$ cat src/core/fwsr_pkg.sv
package fwsr_pkg;

   // ----------------------------------------------------------------
   // Bus constants
   // ----------------------------------------------------------------
   localparam int ADDR_W = 21;
   localparam logic [7:0] CMD_RESET = 8'hf0;
   localparam int POLL_BIT = 7;
   localparam int TOGGLE_ONE_BIT = 6;
   localparam int LIMIT_BIT = 5;
   localparam int TOGGLE_TWO_BIT = 2;

   // ----------------------------------------------------------------
   // Timing
   // ----------------------------------------------------------------
   localparam int CLK_HZ = 10_000_000;
   localparam int CYCLE_NS = 1_000_000_000 / CLK_HZ;
   // Strobe low time for one read or write cycle.
   localparam int STROBE_NS = 200;
   localparam int STROBE_CYC = (STROBE_NS + CYCLE_NS - 1) / CYCLE_NS;
   // Default watchdog: 100 ms of polling before giving up.
   localparam int WATCHDOG_MS = 100;
   localparam int WATCHDOG_CYC = WATCHDOG_MS * (CLK_HZ / 1000);
   localparam int CNT_W = 24;

   // ----------------------------------------------------------------
   // Types
   // ----------------------------------------------------------------
   typedef enum logic [2:0] {
      RES_NONE = 3'h0,
      RES_DONE = 3'h1,
      RES_SUSPENDED = 3'h2,
      RES_LIMIT_FAIL = 3'h3,
      RES_WATCHDOG = 3'h4
   } fwsr_result_type;

   typedef enum logic [1:0] {
      MODE_TOGGLE = 2'h0,
      MODE_DATA_POLL = 2'h1
   } fwsr_mode_type;

   typedef struct packed {
      logic start;
      fwsr_mode_type mode;
      logic eraseOp;
      logic [ADDR_W-1:0] statusAddr;
      logic [7:0] expectData;
   } fwsr_req_type;

   typedef struct packed {
      logic chipEnable_n;
      logic outputEnable_n;
      logic writeEnable_n;
      logic [ADDR_W-1:0] addr;
      logic [7:0] dataOut;
      logic dataOutEn;
   } fwsr_bus_type;

   typedef struct packed {
      logic busy;
      logic done;
      fwsr_result_type result;
      logic [7:0] lastByte;
      logic toggleTwoSeen;
   } fwsr_rsp_type;

endpackage

$ cat src/core/fwsr_cycle.sv
`timescale 1ns/1ps
`default_nettype none

// ----------------------------------------------------------------
// One asynchronous bus cycle: read or write, strobes held STROBE_CYC.
// ----------------------------------------------------------------
module fwsr_cycle (
   // Clock and reset
   input wire logic clk_sys,
   input wire logic rst,
   // Request
   input wire logic go,
   input wire logic isWrite,
   input wire logic [fwsr_pkg::ADDR_W-1:0] addr,
   input wire logic [7:0] wdata,
   // Answer
   output logic ack,
   output logic [7:0] rdata,
   // Pins
   output fwsr_pkg::fwsr_bus_type bus,
   input wire logic [7:0] dataIn
);

   typedef enum logic [2:0] {
      C_IDLE = 3'b001,
      C_ACT = 3'b010,
      C_REC = 3'b100
   } fwsr_cstate_type;

   typedef struct packed {
      fwsr_cstate_type st;
      logic [7:0] cnt;
      logic ack;
      logic [7:0] rdata;
      fwsr_pkg::fwsr_bus_type bus;
   } fwsr_cyc_type;

   fwsr_cyc_type r, next_r;

   always_comb begin
      next_r = r;
      next_r.ack = 1'b0;
      case (r.st)
         C_IDLE: begin
            if (go) begin
               next_r.st = C_ACT;
               next_r.cnt = 8'(fwsr_pkg::STROBE_CYC);
               next_r.bus.addr = addr;
               next_r.bus.dataOut = wdata;
               next_r.bus.dataOutEn = isWrite;
               next_r.bus.chipEnable_n = 1'b0;
               next_r.bus.outputEnable_n = isWrite;
               next_r.bus.writeEnable_n = !isWrite;
            end
         end
         C_ACT: begin
            next_r.cnt = r.cnt - 8'h01;
            if (r.cnt == 8'h01) begin
               // Sample before the strobe rises so data is still driven.
               next_r.rdata = dataIn;
               next_r.bus.chipEnable_n = 1'b1;
               next_r.bus.outputEnable_n = 1'b1;
               next_r.bus.writeEnable_n = 1'b1;
               next_r.st = C_REC;
            end
         end
         C_REC: begin
            // At least two cycles with strobes high (this one and C_IDLE) separate cycles so each read is a distinct edge.
            next_r.bus.dataOutEn = 1'b0;
            next_r.ack = 1'b1;
            next_r.st = C_IDLE;
         end
         default: next_r.st = C_IDLE;
      endcase
   end

   always_ff @(posedge clk_sys) begin
      if (rst) begin
         r.st <= C_IDLE;
         r.cnt <= 8'h00;
         r.ack <= 1'b0;
         r.rdata <= 8'h00;
         r.bus <= '{chipEnable_n: 1'b1, outputEnable_n: 1'b1, writeEnable_n: 1'b1,
                    addr: '0, dataOut: 8'h00, dataOutEn: 1'b0};
      end else begin
         r <= next_r;
      end
   end

   assign ack = r.ack;
   assign rdata = r.rdata;
   assign bus = r.bus;

endmodule

`default_nettype wire

$ cat src/core/fwsr_poller.sv
`timescale 1ns/1ps
`default_nettype none


module fwsr_poller #(
   parameter int WATCHDOG_CYC = fwsr_pkg::WATCHDOG_CYC
) (
   // Clock and reset
   input wire logic clk_sys,
   input wire logic rst,
   // User request and answer
   input wire fwsr_pkg::fwsr_req_type req,
   output fwsr_pkg::fwsr_rsp_type rsp,
   // Flash pins
   output fwsr_pkg::fwsr_bus_type bus,
   input wire logic [7:0] dataIn,
   input wire logic readyBusyIn
);

   // ----------------------------------------------------------------
   // States
   // ----------------------------------------------------------------
   typedef enum logic [7:0] {
      S_IDLE = 8'b00000001,
      S_READ1 = 8'b00000010,
      S_READ2 = 8'b00000100,
      S_RECHECK = 8'b00001000,
      S_FINAL = 8'b00010000,
      S_RESET = 8'b00100000,
      S_REPORT = 8'b01000000,
      S_WAIT = 8'b10000000
   } fwsr_state_type;

   typedef struct packed {
      fwsr_state_type st;
      fwsr_pkg::fwsr_req_type job;
      logic [7:0] prevByte;
      logic [fwsr_pkg::CNT_W-1:0] watchdog;
      logic go;
      logic isWrite;
      logic sawToggleTwo;
      fwsr_pkg::fwsr_result_type pend;
      fwsr_pkg::fwsr_rsp_type rsp;
   } fwsr_poll_type;

   fwsr_poll_type r, next_r;
   logic cycAck;
   logic [7:0] cycData;

   // Completion test for one status byte against the previous one.
   function automatic logic is_toggling(input logic [7:0] a, input logic [7:0] b);
      is_toggling = a[fwsr_pkg::TOGGLE_ONE_BIT] != b[fwsr_pkg::TOGGLE_ONE_BIT];
   endfunction

   function automatic logic poll_done(input logic [7:0] d, input fwsr_pkg::fwsr_req_type j);
      // Erase ends with a 1; program ends with the true written value.
      poll_done = j.eraseOp ? d[fwsr_pkg::POLL_BIT]
                            : (d[fwsr_pkg::POLL_BIT] == j.expectData[fwsr_pkg::POLL_BIT]);
   endfunction

   // ----------------------------------------------------------------
   // Bus cycle engine
   // ----------------------------------------------------------------
   fwsr_cycle u_cycle (
      .clk_sys(clk_sys),
      .rst(rst),
      .go(r.go),
      .isWrite(r.isWrite),
      .addr(r.job.statusAddr),
      .wdata(fwsr_pkg::CMD_RESET),
      .ack(cycAck),
      .rdata(cycData),
      .bus(bus),
      .dataIn(dataIn)
   );

   // ----------------------------------------------------------------
   // Polling sequence
   // ----------------------------------------------------------------
   always_comb begin
      next_r = r;
      next_r.go = 1'b0;
      next_r.rsp.done = 1'b0;
      // The count stops at zero, so a wrap can never carry it past the expiry test.
      if (r.st != S_IDLE && r.st != S_RESET && r.st != S_REPORT && r.watchdog != '0) begin
         next_r.watchdog = r.watchdog - fwsr_pkg::CNT_W'(1);
      end
      case (r.st)
         S_IDLE: begin
            if (req.start) begin
               // Every new request restarts from the first double read.
               next_r.job = req;
               next_r.watchdog = fwsr_pkg::CNT_W'(WATCHDOG_CYC);
               next_r.sawToggleTwo = 1'b0;
               next_r.rsp.busy = 1'b1;
               next_r.rsp.result = fwsr_pkg::RES_NONE;
               next_r.st = S_WAIT;
            end
         end
         S_WAIT: begin
            // Issue the next read at the valid status address.
            next_r.go = 1'b1;
            next_r.isWrite = 1'b0;
            next_r.st = S_READ1;
         end
         S_READ1: begin
            if (cycAck) begin
               next_r.prevByte = cycData;
               next_r.rsp.lastByte = cycData;
               next_r.go = 1'b1;
               next_r.st = S_READ2;
            end
         end
         S_READ2, S_RECHECK: begin
            if (cycAck) begin
               next_r.rsp.lastByte = cycData;
               if (is_toggling(cycData, r.prevByte) &&
                   cycData[fwsr_pkg::TOGGLE_TWO_BIT] != r.prevByte[fwsr_pkg::TOGGLE_TWO_BIT]) begin
                  next_r.sawToggleTwo = 1'b1;
               end
               if (r.job.mode == fwsr_pkg::MODE_DATA_POLL ? poll_done(cycData, r.job)
                                                       : !is_toggling(cycData, r.prevByte)) begin
                  // Status bits may be stale; take the byte from one more read.
                  next_r.pend = (!r.job.eraseOp || readyBusyIn) &&
                                r.job.mode == fwsr_pkg::MODE_TOGGLE &&
                                cycData[fwsr_pkg::TOGGLE_TWO_BIT] !=
                                r.prevByte[fwsr_pkg::TOGGLE_TWO_BIT] ?
                                fwsr_pkg::RES_SUSPENDED : fwsr_pkg::RES_DONE;
                  next_r.go = 1'b1;
                  next_r.st = S_FINAL;
               end else if (r.st == S_RECHECK) begin
                  // Still active after the limit flag rose: failed.
                  next_r.pend = fwsr_pkg::RES_LIMIT_FAIL;
                  next_r.isWrite = 1'b1;
                  next_r.go = 1'b1;
                  next_r.st = S_RESET;
               end else if (cycData[fwsr_pkg::LIMIT_BIT]) begin
                  next_r.prevByte = cycData;
                  next_r.go = 1'b1;
                  next_r.st = S_RECHECK;
               end else if (r.watchdog == '0) begin
                  next_r.pend = fwsr_pkg::RES_WATCHDOG;
                  next_r.isWrite = 1'b1;
                  next_r.go = 1'b1;
                  next_r.st = S_RESET;
               end else begin
                  next_r.prevByte = cycData;
                  next_r.go = 1'b1;
               end
            end
         end
         S_FINAL: begin
            if (cycAck) begin
               next_r.rsp.lastByte = cycData;
               next_r.st = S_REPORT;
            end
         end
         S_RESET: begin
            // Single reset write returns the device to reading.
            if (cycAck) begin
               next_r.isWrite = 1'b0;
               next_r.st = S_REPORT;
            end
         end
         S_REPORT: begin
            next_r.rsp.result = r.pend;
            next_r.rsp.toggleTwoSeen = r.sawToggleTwo;
            next_r.rsp.busy = 1'b0;
            next_r.rsp.done = 1'b1;
            next_r.st = S_IDLE;
         end
         default: next_r.st = S_IDLE;
      endcase
   end

   always_ff @(posedge clk_sys) begin
      if (rst) begin
         r <= '0;
         r.st <= S_IDLE;
      end else begin
         r <= next_r;
      end
   end

   assign rsp = r.rsp;

endmodule

`default_nettype wire

$ cat config.mk
export PLATFORM = sky130hd
export DESIGN_NAME = fwsr_poller
export DESIGN_NICKNAME = d
export VERILOG_FILES = /design/src/core/fwsr_pkg.sv /design/src/core/fwsr_cycle.sv /design/src/core/fwsr_poller.sv
export SDC_FILE = /design/constraint.sdc
export NUM_CORES = 1
export LEC_CHECK = 0
export BUFFER_PORTS_ARGS = -buffer_cell sky130_fd_sc_hd__clkbuf_2
export CAP_MARGIN = 25
export CORE_MARGIN = 4
export CORE_UTILIZATION = 25
export CTS_CLUSTER_DIAMETER = 50
export DETAILED_ROUTE_END_ITERATION = 10
export GPL_TIMING_DRIVEN = 0
export SYNTH_ARGS = -nofsm -noshare
export SYNTH_HDL_FRONTEND = slang
export SYNTH_SLANG_ARGS = --single-unit
$ cat constraint.sdc
create_clock -name clk_sys -period 2.1 [get_ports clk_sys]
set_clock_uncertainty 0.05 [all_clocks]
set_input_delay 0.105 -clock clk_sys [delete_from_list [all_inputs] [get_ports clk_sys]]
set_output_delay 0.105 -clock clk_sys [all_outputs]
set_load 0.01 [all_outputs]
==> flow_metrics.py, run 1 <==
metrics = {
    "drt": {
        "wl_per_cell_um": 13.5,
        "finalWirelength_um": 14900,
        "drtIter0Drc": 327,
        "ant_nets": 0,
        "drc_errors": 0,
        "num_vias": 4949,
        "routed_via_density": 4.49,
        "dr_pass1_iterations": 5,
    },
    "synthesis": {
        "ys_seq_elements": 125,
        "synth_top_cell_area_share_pct": 45.1,
        "netlist-cell-type-count": 53,
        "postSynthCellCount": 665,
        "post_synth.cell_area_avg_sq_um": 8.34,
        "synth_async_reset_ratio_pct": 0,
        "yosys_warnings": 0,
        "netlist_top_cells_count": "125 x dfxtp_1, 109 x nand2_1, 76 x a21oi_1",
        "yosys_most_used_dff": "dfxtp_1",
        "leading_cell_type_by_number_of_instances_after_synthesis": "dfxtp_1",
        "synth-edff-count": 0,
        "mappedNetlistArea_sq_um": 5540,
        "synth.top_cells.by_area": "dfxtp_1 45%, nand2_1 7.4%, a21oi_1 6.9%",
        "synth_largest_area_cell": "dfxtp_1",
        "synth_sequential_area_ratio_pct": 45.1,
    },
    "timing": {
        "max_clock_freq_ghz": 0.440,
        "unrepaired_setup_endpoints_after_global_routing": "true",
        "maxSlewViolCount": 0,
        "hold_viol": 0,
        "time_the_worst_path_needs_with_i_o_delays_and_setup_ns": 2.27,
        "worst_slew_pin_slew_ns": 0.846,
        "post-route-worst-setup-slack_ns": -0.173,
        "timing.hold.ws_ns": 0.122,
        "slew_headroom_pct": 42.0,
        "final.period_utilization_pct": 108,
        "final_setup_viols": 28,
        "post_route_setup_tns_ns": -2.31,
    },
    "place": {
        "placement.setup.worst_slack_ns": -0.679,
        "port-buffer-count": 78,
        "post_detail_place_hpwl_um": 10400,
        "placed_cells": 1026,
        "detailed_place.area_sq_um": 6330,
        "place_congestion": 0.869,
    },
    "power": {
        "cellLeakagePower_uw": 0.00297,
        "pwr_density_cell_nw_per_um2": 895,
        "ir_worst_vdd_uv": 540,
    },
    "floorplan": {
        "initial_utilization_pct": 25.4,
        "io_pins": 91,
        "core_box_area_sq_um": 21800,
        "std_cell_rows": 54,
        "die_h_um": 157,
        "dieArea_sq_um": 24600,
        "die_width_um": 157,
    },
    "clock_network": {
        "cts_max_path_buffers": 2,
        "numCtsBuffers": 17,
        "htree_levels": 4,
        "cts.sink_count": 125,
        "clkLatencyLatePin_ns": 0.42,
        "clkTransAtPathRegs_ns": 0.06,
        "ctsRootBufferMaster": "clkbuf_16",
        "tritoncts": "yes",
    },
    "layout": {
        "fillerInstances": 2254,
        "drive_gt1_share_pct": 27.1,
        "stdcell_area_sq_um": 7500,
        "antenna-diode-count": 0,
        "layout.nets": 858,
        "layout-area-overhead-vs-synth_pct": 35.2,
        "count_of_non_filler_cells_in_the_finished_layout": 1103,
    },
    "critical_path": {
        "cp-end-kind": "flop",
        "critPathRequiredTime_ns": 2.33,
        "worstRegToRegCells": 8,
        "setup.worst_path.start_class": "flop",
        "worst-path-max-fanout": 6,
        "path_class": "flop to flop",
        "timing.critical_path.arrival_ns": 2.51,
    },
    "run": {
        "cap_violations": 0,
    },
    "global_route": {
        "largest_net_degree_at_the_start_of_global_routing": 17,
        "grt_first_pass_wirelength_um": 24100,
        "overflow": 0,
        "via_count_of_the_first_global_routing_pass": 4809,
        "groute.usage.overall_pct": 12.3,
        "number_of_antenna_violations_at_the_first_check_in_global_routing": 2,
    },
    "run_status": {
        "failing_checks": "negative setup slack",
        "outcome": "complete, but fails checks",
    },
    "hold_path": {
        "timing.hold.worst_path_depth": 5,
        "timing.hold.worst.class": "input port to flop",
    },
}
state kept, by name, indices dropped and copies added (netlist names):
name / count
r: 65
u_cycle.bus: 26
rsp: 14
u_cycle.rdata: 8
u_cycle.ack: 1
u_cycle.r: 11
logic make-up (layout without fill, tap and decap cells):
kind of cell,Yosys count,count (layout),share of synthesized area [%]
multiplexers,20,20,3.66
AND/OR/NAND/NOR,289,289,24.7
AO/OA/AOI/OAI,110,110,11.6
XOR/XNOR,28,28,4.42
adder cells (fa/ha/maj),4,4,0.903
other,1,4,0.0676
buffers and inverters,88,243,9.48
flip-flops,125,125,45.1
layout by cell type (no fill, tap or decap), drive strengths merged, types with 11 or more instances in the layout:
| cell | instances |
|---|---|
| a21oi | 76 |
| buf | 66 |
| clkbuf | 123 |
| dfxtp | 125 |
| dlygate4sd3 | 34 |
| inv | 11 |
| mux2i | 18 |
| nand2 | 109 |
| nand3 | 14 |
| nor2 | 72 |
| nor3 | 24 |
| nor4 | 13 |
| o21ai | 12 |
| or3 | 11 |
| xnor2 | 22 |
timing repair:
| item | 4_1_cts | 5_1_grt |
|---|---|---|
| gates resized for setup | 26 | 29 |
| endpoints found under the setup margin | 74 | 70 |
| pin swaps | 12 | 23 |
| buffers inserted | 10 | 4 |
| endpoints found under the hold margin | 35 | 0 |
| gates cloned | 1 | 0 |
| hold buffers | 34 | 0 |
routing by layer:
| layer | track usage, % | vias up | share of wire (%) |
|---|---|---|---|
| li1 | - | 2514 | - |
| met1 | 15.3 | 2299 | 46 |
| met2 | 20.6 | 111 | 47 |
| met3 | 2.94 | 21 | 5.3 |
| met4 | 4.55 | 4 | 1.6 |
| met5 | 0 | - | 0.18 |
power breakdown:
part           internal [uW]  switching [uW]  total (uW)
combinational            614             780        1390
clock                   1580            1110        2690
sequential              2510             122        2630
total                   4690            2010        6710
through the flow:
| step | utilization, % | total power, uW |
|---|---|---|
| 2_1_floorplan | - | 3460 |
| 3_3_place_gp | 29.0 | 3720 |
| 3_5_place_dp | 29.0 | 3730 |
| 4_1_cts | 33.9 | 6630 |
| 5_1_grt | 34.3 | 7000 |
| 6_report | 34.3 | 6710 |
layout make-up:
class                           instances  area (sq um)  area share, %
Timing Repair Buffer                  127           871           11.6
Buffer                                 76           488           6.51
Tap cell                              280           350           4.67
Clock buffer                           20           457           6.09
Clock inverter                         12          87.6           1.17
Sequential cell                       125          2510           33.5
Multi-Input combinational cell        455          2700           36.1
Inverter                                8          30.0          0.401
final timing paths:
kind | startpoint | to | slack, ns
worst max-delay path | r[34]$_SDFF_PP0_ | r[37]$_SDFF_PP0_ | -0.17
worst min-delay path | readyBusyIn | r[15]$_SDFFE_PP0P_ | 0.12
worst max register to register | r[34]$_SDFF_PP0_ | r[37]$_SDFF_PP0_ | -0.17
worst min register to register | r[77]$_SDFFE_PP0P_ | u_cycle.bus[26]$_SDFFE_PP0P_ | 0.40
worst max-delay path: stages, from the launching register on:
cell     delay (ns)
dfxtp_2        0.32
or4_4          0.52
or3_4          0.40
o31ai_4        0.24
buf_6          0.16
buf_6          0.12
nor3_2         0.05
xnor2_1        0.21
a21oi_1        0.08
Power figures use the tool's default switching activity.
==> run 2, diff against run 1 <==
CELL_PAD_IN_SITES_DETAIL_PLACEMENT = 0   (was unset)
CELL_PAD_IN_SITES_GLOBAL_PLACEMENT = 1   (was unset)
MAX_ROUTING_LAYER = met4   (was unset)
PLACE_DENSITY_LB_ADDON = 0.1   (was unset)
SKIP_CTS_REPAIR_TIMING = 1   (was unset)
==> flow_metrics.py, run 2 (same netlist as run 1, synthesis figures left out) <==
metrics = {
    "floorplan": {
        "die_width_um": 157,
        "std_cell_rows": 54,
        "die_h_um": 157,
        "io_pins": 91,
        "core_box_area_sq_um": 21800,
        "dieArea_sq_um": 24600,
        "initial_utilization_pct": 25.4,
    },
    "timing": {
        "hold_viol": 0,
        "final_setup_viols": 33,
        "slew_headroom_pct": 45.9,
        "unrepaired_setup_endpoints_after_global_routing": "true",
        "maxSlewViolCount": 0,
        "final.period_utilization_pct": 113,
        "worst_slew_pin_slew_ns": 0.789,
        "time_the_worst_path_needs_with_i_o_delays_and_setup_ns": 2.37,
        "post-route-worst-setup-slack_ns": -0.266,
        "max_clock_freq_ghz": 0.423,
        "timing.hold.ws_ns": 0.151,
    },
    "place": {
        "post_detail_place_hpwl_um": 11400,
        "placed_cells": 1026,
        "place_congestion": 0.798,
        "port-buffer-count": 78,
    },
    "clock_network": {
        "clkLatencyLatePin_ns": 0.41,
        "cts_max_path_buffers": 2,
        "tritoncts": "yes",
        "numCtsBuffers": 17,
        "cts.sink_count": 125,
        "ctsRootBufferMaster": "clkbuf_16",
        "htree_levels": 4,
        "clkTransAtPathRegs_ns": 0.06,
    },
    "layout": {
        "antenna-diode-count": 0,
        "largest_register_ffs": 65,
        "layout_common_cells": "120 x dfxtp_1, 108 x nand2_1, 83 x clkbuf_2",
        "count_of_non_filler_cells_in_the_finished_layout": 1106,
        "drive_gt1_share_pct": 27.0,
        "layout-area-overhead-vs-synth_pct": 35.7,
        "fillerInstances": 2339,
        "layout.nets": 862,
        "top_register": "r",
        "layout.cells.most_common": "dfxtp_1",
    },
    "drt": {
        "ant_nets": 0,
        "drc_errors": 0,
        "finalWirelength_um": 15900,
        "num_vias": 4887,
        "wl_per_cell_um": 14.4,
        "drtIter0Drc": 146,
        "dr_pass1_iterations": 5,
        "routed_via_density": 4.42,
    },
    "power": {
        "ir_worst_vdd_uv": 478,
        "cellLeakagePower_uw": 0.00301,
        "pwr_density_cell_nw_per_um2": 907,
    },
    "run": {
        "cap_violations": 0,
    },
    "hold_path": {
        "timing.hold.worst.class": "input port to flop",
        "hold_path_startpoint": "readyBusyIn",
    },
    "critical_path": {
        "worst-path-max-fanout": 5,
        "critPathRequiredTime_ns": 2.31,
        "first_element_of_the_critical_path": "r[36]$_SDFF_PP0_",
        "path_class": "flop to flop",
        "rr_startpoint": "r[36]$_SDFF_PP0_",
        "cp-end-kind": "flop",
        "setup.worst_path.start_class": "flop",
        "timing.critical_path.arrival_ns": 2.58,
    },
    "run_status": {
        "outcome": "complete, but fails checks",
        "failing_checks": "negative setup slack",
    },
    "global_route": {
        "groute.usage.overall_pct": 13.3,
        "via_count_of_the_first_global_routing_pass": 4617,
        "grt_first_pass_wirelength_um": 24800,
        "overflow": 0,
        "largest_net_degree_at_the_start_of_global_routing": 17,
        "number_of_antenna_violations_at_the_first_check_in_global_routing": 0,
    },
}
## run 2: cell types whose count changed in the layout (fill, tap and decap cells not counted), moves of 2 or more
cell / previous run / this run
a21oi_1: 74 / 76
a21oi_2: 2 / 0
buf_4: 57 / 64
bufinv_16: 0 / 2
clkbuf_1: 21 / 19
clkinv_2: 4 / 6
inv_6: 3 / 0
nor2_1: 68 / 70
nor2_2: 2 / 0
o21ai_0: 9 / 11
o21ai_2: 2 / 0
## run 2: metrics by stage
step           setup slack [ns]  TNS, ns  area [sq um]  total power (uW)  util (%)
2_1_floorplan            -0.115    -1.59          5590              3460         -
3_3_place_gp             -0.872   -40.87          6330              3760      29.0
3_5_place_dp             -0.930   -42.30          6330              3770      29.0
4_1_cts                  -0.934   -42.94          6890              6630      31.6
5_1_grt                  -0.329    -8.88          7520              7190      34.5
6_report                 -0.266    -6.01          7520              6820      34.5
## run 2: layout make-up
class | instances | area [sq um] | area share, %
multi-input combinational | 455 | 2680 | 35.6
tap | 280 | 350 | 4.66
timing repair buffer | 132 | 892 | 11.9
buffer | 75 | 493 | 6.55
clock buffer | 19 | 443 | 5.89
clock inverter | 12 | 123 | 1.63
sequential | 125 | 2510 | 33.4
inverter | 8 | 30.0 | 0.399
## run 2: critical path: stages (launching register included)
cell     delay, ns
dfxtp_2       0.33
or4_4         0.52
or3_4         0.44
o31ai_4       0.28
buf_6         0.17
buf_8         0.13
nor3_4        0.04
xnor2_1       0.18
a21oi_1       0.08
## run 2: path summary, 6_finish.rpt
kind,to,cells past startpoint,slack (ns)
max,r[39]$_SDFF_PP0_,8,-0.27
min,r[15]$_SDFFE_PP0P_,5,0.15
max reg2reg,r[39]$_SDFF_PP0_,8,-0.27
min reg2reg,u_cycle.bus[24]$_SDFFE_PP0P_,2,0.40
## run 2: where the power goes
| group | leakage (uW) | total, uW | internal [uW] | switching [uW] |
|---|---|---|---|---|
| clock | 0.000278 | 2830 | 1760 | 1070 |
| combinational | 0.00172 | 1360 | 610 | 754 |
| sequential | 0.00102 | 2630 | 2510 | 125 |
## run 2: per-layer routing
| metal | up-vias | routed length, um | GRT usage (%) |
|---|---|---|---|
| met3 | 8 | 696 | 3.30 |
| li1 | 2519 | - | - |
| met1 | 2262 | 7790 | 17.5 |
| met4 | 0 | 129 | 3.84 |
| met5 | - | 0 | - |
| met2 | 98 | 7310 | 20.2 |
==> run 3, diff against run 2 <==
CELL_PAD_IN_SITES_DETAIL_PLACEMENT = 1   (was 0)
SYNTH_HIERARCHICAL = 1   (was unset)
==> flow_metrics.py, run 3 <==
metrics = {
    "clock_network": {
        "tritoncts": "yes",
        "cts_max_path_buffers": 2,
        "htree_levels": 4,
        "numCtsBuffers": 17,
        "ctsRootBufferMaster": "clkbuf_16",
        "clkTransAtPathRegs_ns": 0.06,
        "cts.sink_count": 132,
        "clkLatencyLatePin_ns": 0.42,
    },
    "critical_path": {
        "critical_path.most_common_cell": "or3_4",
        "r2r_setup_slack_ns": -0.16,
        "worst-path-max-fanout": 8,
        "setup.worst_path.start_class": "flop",
        "slowest_stage": "or4_4",
        "timing.critical_path.arrival_ns": 2.54,
        "critPathRequiredTime_ns": 2.38,
        "timing.critical_path.slowest_cell_delay_ns": 0.50,
        "path_class": "flop to flop",
        "cp-end-kind": "flop",
        "worstPathCellList": "or3_4 > or3_4 > or4_4 > or3_1 > a31oi_1",
    },
    "floorplan": {
        "core_box_area_sq_um": 23500,
        "die_width_um": 163,
        "std_cell_rows": 56,
        "initial_utilization_pct": 25.5,
        "io_pins": 91,
        "dieArea_sq_um": 26500,
        "die_h_um": 163,
    },
    "synthesis": {
        "yosys_most_used_dff": "dfxtp_1",
        "synth_async_reset_ratio_pct": 0,
        "ys_seq_elements": 132,
        "netlist_top_cells_count": "132 x dfxtp_1, 121 x nand2_1, 90 x a21oi_1",
        "mappedNetlistArea_sq_um": 5980,
        "leading_cell_type_by_number_of_instances_after_synthesis": "dfxtp_1",
        "netlist-cell-type-count": 58,
        "synth_largest_area_cell": "dfxtp_1",
        "postSynthCellCount": 722,
        "synth_sequential_area_ratio_pct": 44.2,
        "post_synth.cell_area_avg_sq_um": 8.28,
        "yosys_warnings": 6,
        "synth-edff-count": 0,
        "synth_top_cell_area_share_pct": 44.2,
        "synth.top_cells.by_area": "dfxtp_1 44%, nand2_1 7.6%, a21oi_1 7.5%",
    },
    "timing": {
        "hold_viol": 0,
        "maxSlewViolCount": 0,
        "final_setup_viols": 4,
        "time_the_worst_path_needs_with_i_o_delays_and_setup_ns": 2.26,
        "post-route-worst-setup-slack_ns": -0.155,
        "final.period_utilization_pct": 107,
        "unrepaired_setup_endpoints_after_global_routing": "true",
        "worst_slew_pin_slew_ns": 0.789,
        "max_clock_freq_ghz": 0.443,
        "slew_headroom_pct": 47.4,
    },
    "layout": {
        "layout.cells.most_common": "nand2_1",
        "antenna-diode-count": 0,
        "fillerInstances": 2771,
        "stdcell_area_sq_um": 8430,
        "multi_input_area_sq_um": 3130,
        "top_register": "r",
        "largest_register_ffs": 65,
        "layout-area-overhead-vs-synth_pct": 41.0,
        "count_of_non_filler_cells_in_the_finished_layout": 1219,
        "layout.nets": 935,
        "register_area_sq_um": 2690,
        "layout_common_cells": "117 x nand2_1, 115 x dfxtp_1, 90 x clkbuf_2",
        "drive_gt1_share_pct": 32.9,
    },
    "power": {
        "ir_worst_vdd_uv": 434,
        "pwr_density_cell_nw_per_um2": 829,
        "cellLeakagePower_uw": 0.00331,
    },
    "run": {
        "cap_violations": 0,
    },
    "global_route": {
        "grtUsageMet3_pct": 2.73,
        "grtUsageMet2_pct": 23.9,
        "global_route.peak_usage_layer": "met2",
        "use_met1_pct": 18.6,
        "number_of_antenna_violations_at_the_first_check_in_global_routing": 0,
        "overflow": 0,
        "via_count_of_the_first_global_routing_pass": 5679,
        "groute.usage.overall_pct": 14.8,
        "grt_first_pass_wirelength_um": 30000,
        "largest_net_degree_at_the_start_of_global_routing": 17,
    },
    "drt": {
        "wl_per_cell_um": 15.9,
        "finalWirelength_um": 19400,
        "routed_via_density": 4.67,
        "num_vias": 5694,
        "drtIter0Drc": 292,
        "ant_nets": 0,
        "drc_errors": 0,
        "dr_pass1_iterations": 5,
    },
    "run_status": {
        "failing_checks": "negative setup slack",
        "outcome": "complete, but fails checks",
    },
    "place": {
        "post_detail_place_hpwl_um": 14000,
        "placed_cells": 1131,
        "detailed_place.area_sq_um": 6840,
        "place_congestion": 0.775,
        "port-buffer-count": 83,
    },
    "hold_path": {
        "timing.hold.worst.class": "input port to flop",
    },
}
==> run 3: cell families (layout without fill, tap and decap cells) <==
| logic type | after synthesis | count (layout) | share of synthesized area, % |
|---|---|---|---|
| flip-flops | 132 | 132 | 44.2 |
| buffers and inverters | 106 | 278 | 10.2 |
| other | 2 | 8 | 0.126 |
| XOR/XNOR | 22 | 22 | 3.22 |
| AO/OA/AOI/OAI | 150 | 150 | 14.7 |
| adder cells (fa/ha/maj) | 4 | 4 | 0.837 |
| AND/OR/NAND/NOR | 292 | 292 | 24.4 |
| multiplexers | 14 | 14 | 2.39 |
==> run 3: where the power goes <==
group	internal [uW]	switching (uW)
clock network	2000	1220
registers	2600	102
logic	502	563
total	5100	1880
==> run 3: metal layers <==
layer | vias to the layer above | routed length (um)
met4 | 0 | 354
met1 | 2779 | 8860
met3 | 24 | 529
met2 | 88 | 9650
met5 | - | 0
li1 | 2803 | -
==> run 3: final timing paths <==
path              cells past startpoint                from                            to
hold reg to reg                       2  r[68]$_SDFFE_PP0P_  u_cycle/bus[17]$_SDFFE_PP0P_
hold / removal                        3                 rst              r[41]$_SDFF_PP0_
setup / recovery                      5    r[22]$_SDFF_PP0_              r[37]$_SDFF_PP0_
setup reg to reg                      5    r[22]$_SDFF_PP0_              r[37]$_SDFF_PP0_
==> run 3: worst max-delay path, delay by kind of cell, from the launching register on <==
kind / cells / cell delay [ns]
DFF: 1 / 0.37
and+or+nand+nor: 4 / 1.57
AOI/OAI and AO/OA: 1 / 0.17
==> run 3: cell type report <==
type / count / share of cell area (%)
buffer: 92 / 6.79
tap: 319 / 4.74
multi-input combinational: 490 / 37.1
inverter: 9 / 0.431
timing repair buffer: 145 / 11.5
clock inverter: 15 / 2.45
sequential: 132 / 31.9
clock buffer: 17 / 5.05
==> run 3: metrics by stage <==
step | total power [uW] | setup WS (ns) | setup TNS (ns) | util [%] | hold WS [ns]
after global placement | 3470 | -0.414 | -14.44 | 29.1 | 0.283
final | 6980 | -0.155 | -0.386 | 35.9 | 0.0000504
after global routing | 7330 | -0.196 | -1.45 | 35.9 | 0.00308
after floorplan | 3250 | -0.0860 | -0.180 | - | 0.191
after CTS | 6770 | -0.461 | -16.82 | 31.8 | -0.175
after detailed placement | 3500 | -0.438 | -15.62 | 29.1 | 0.291
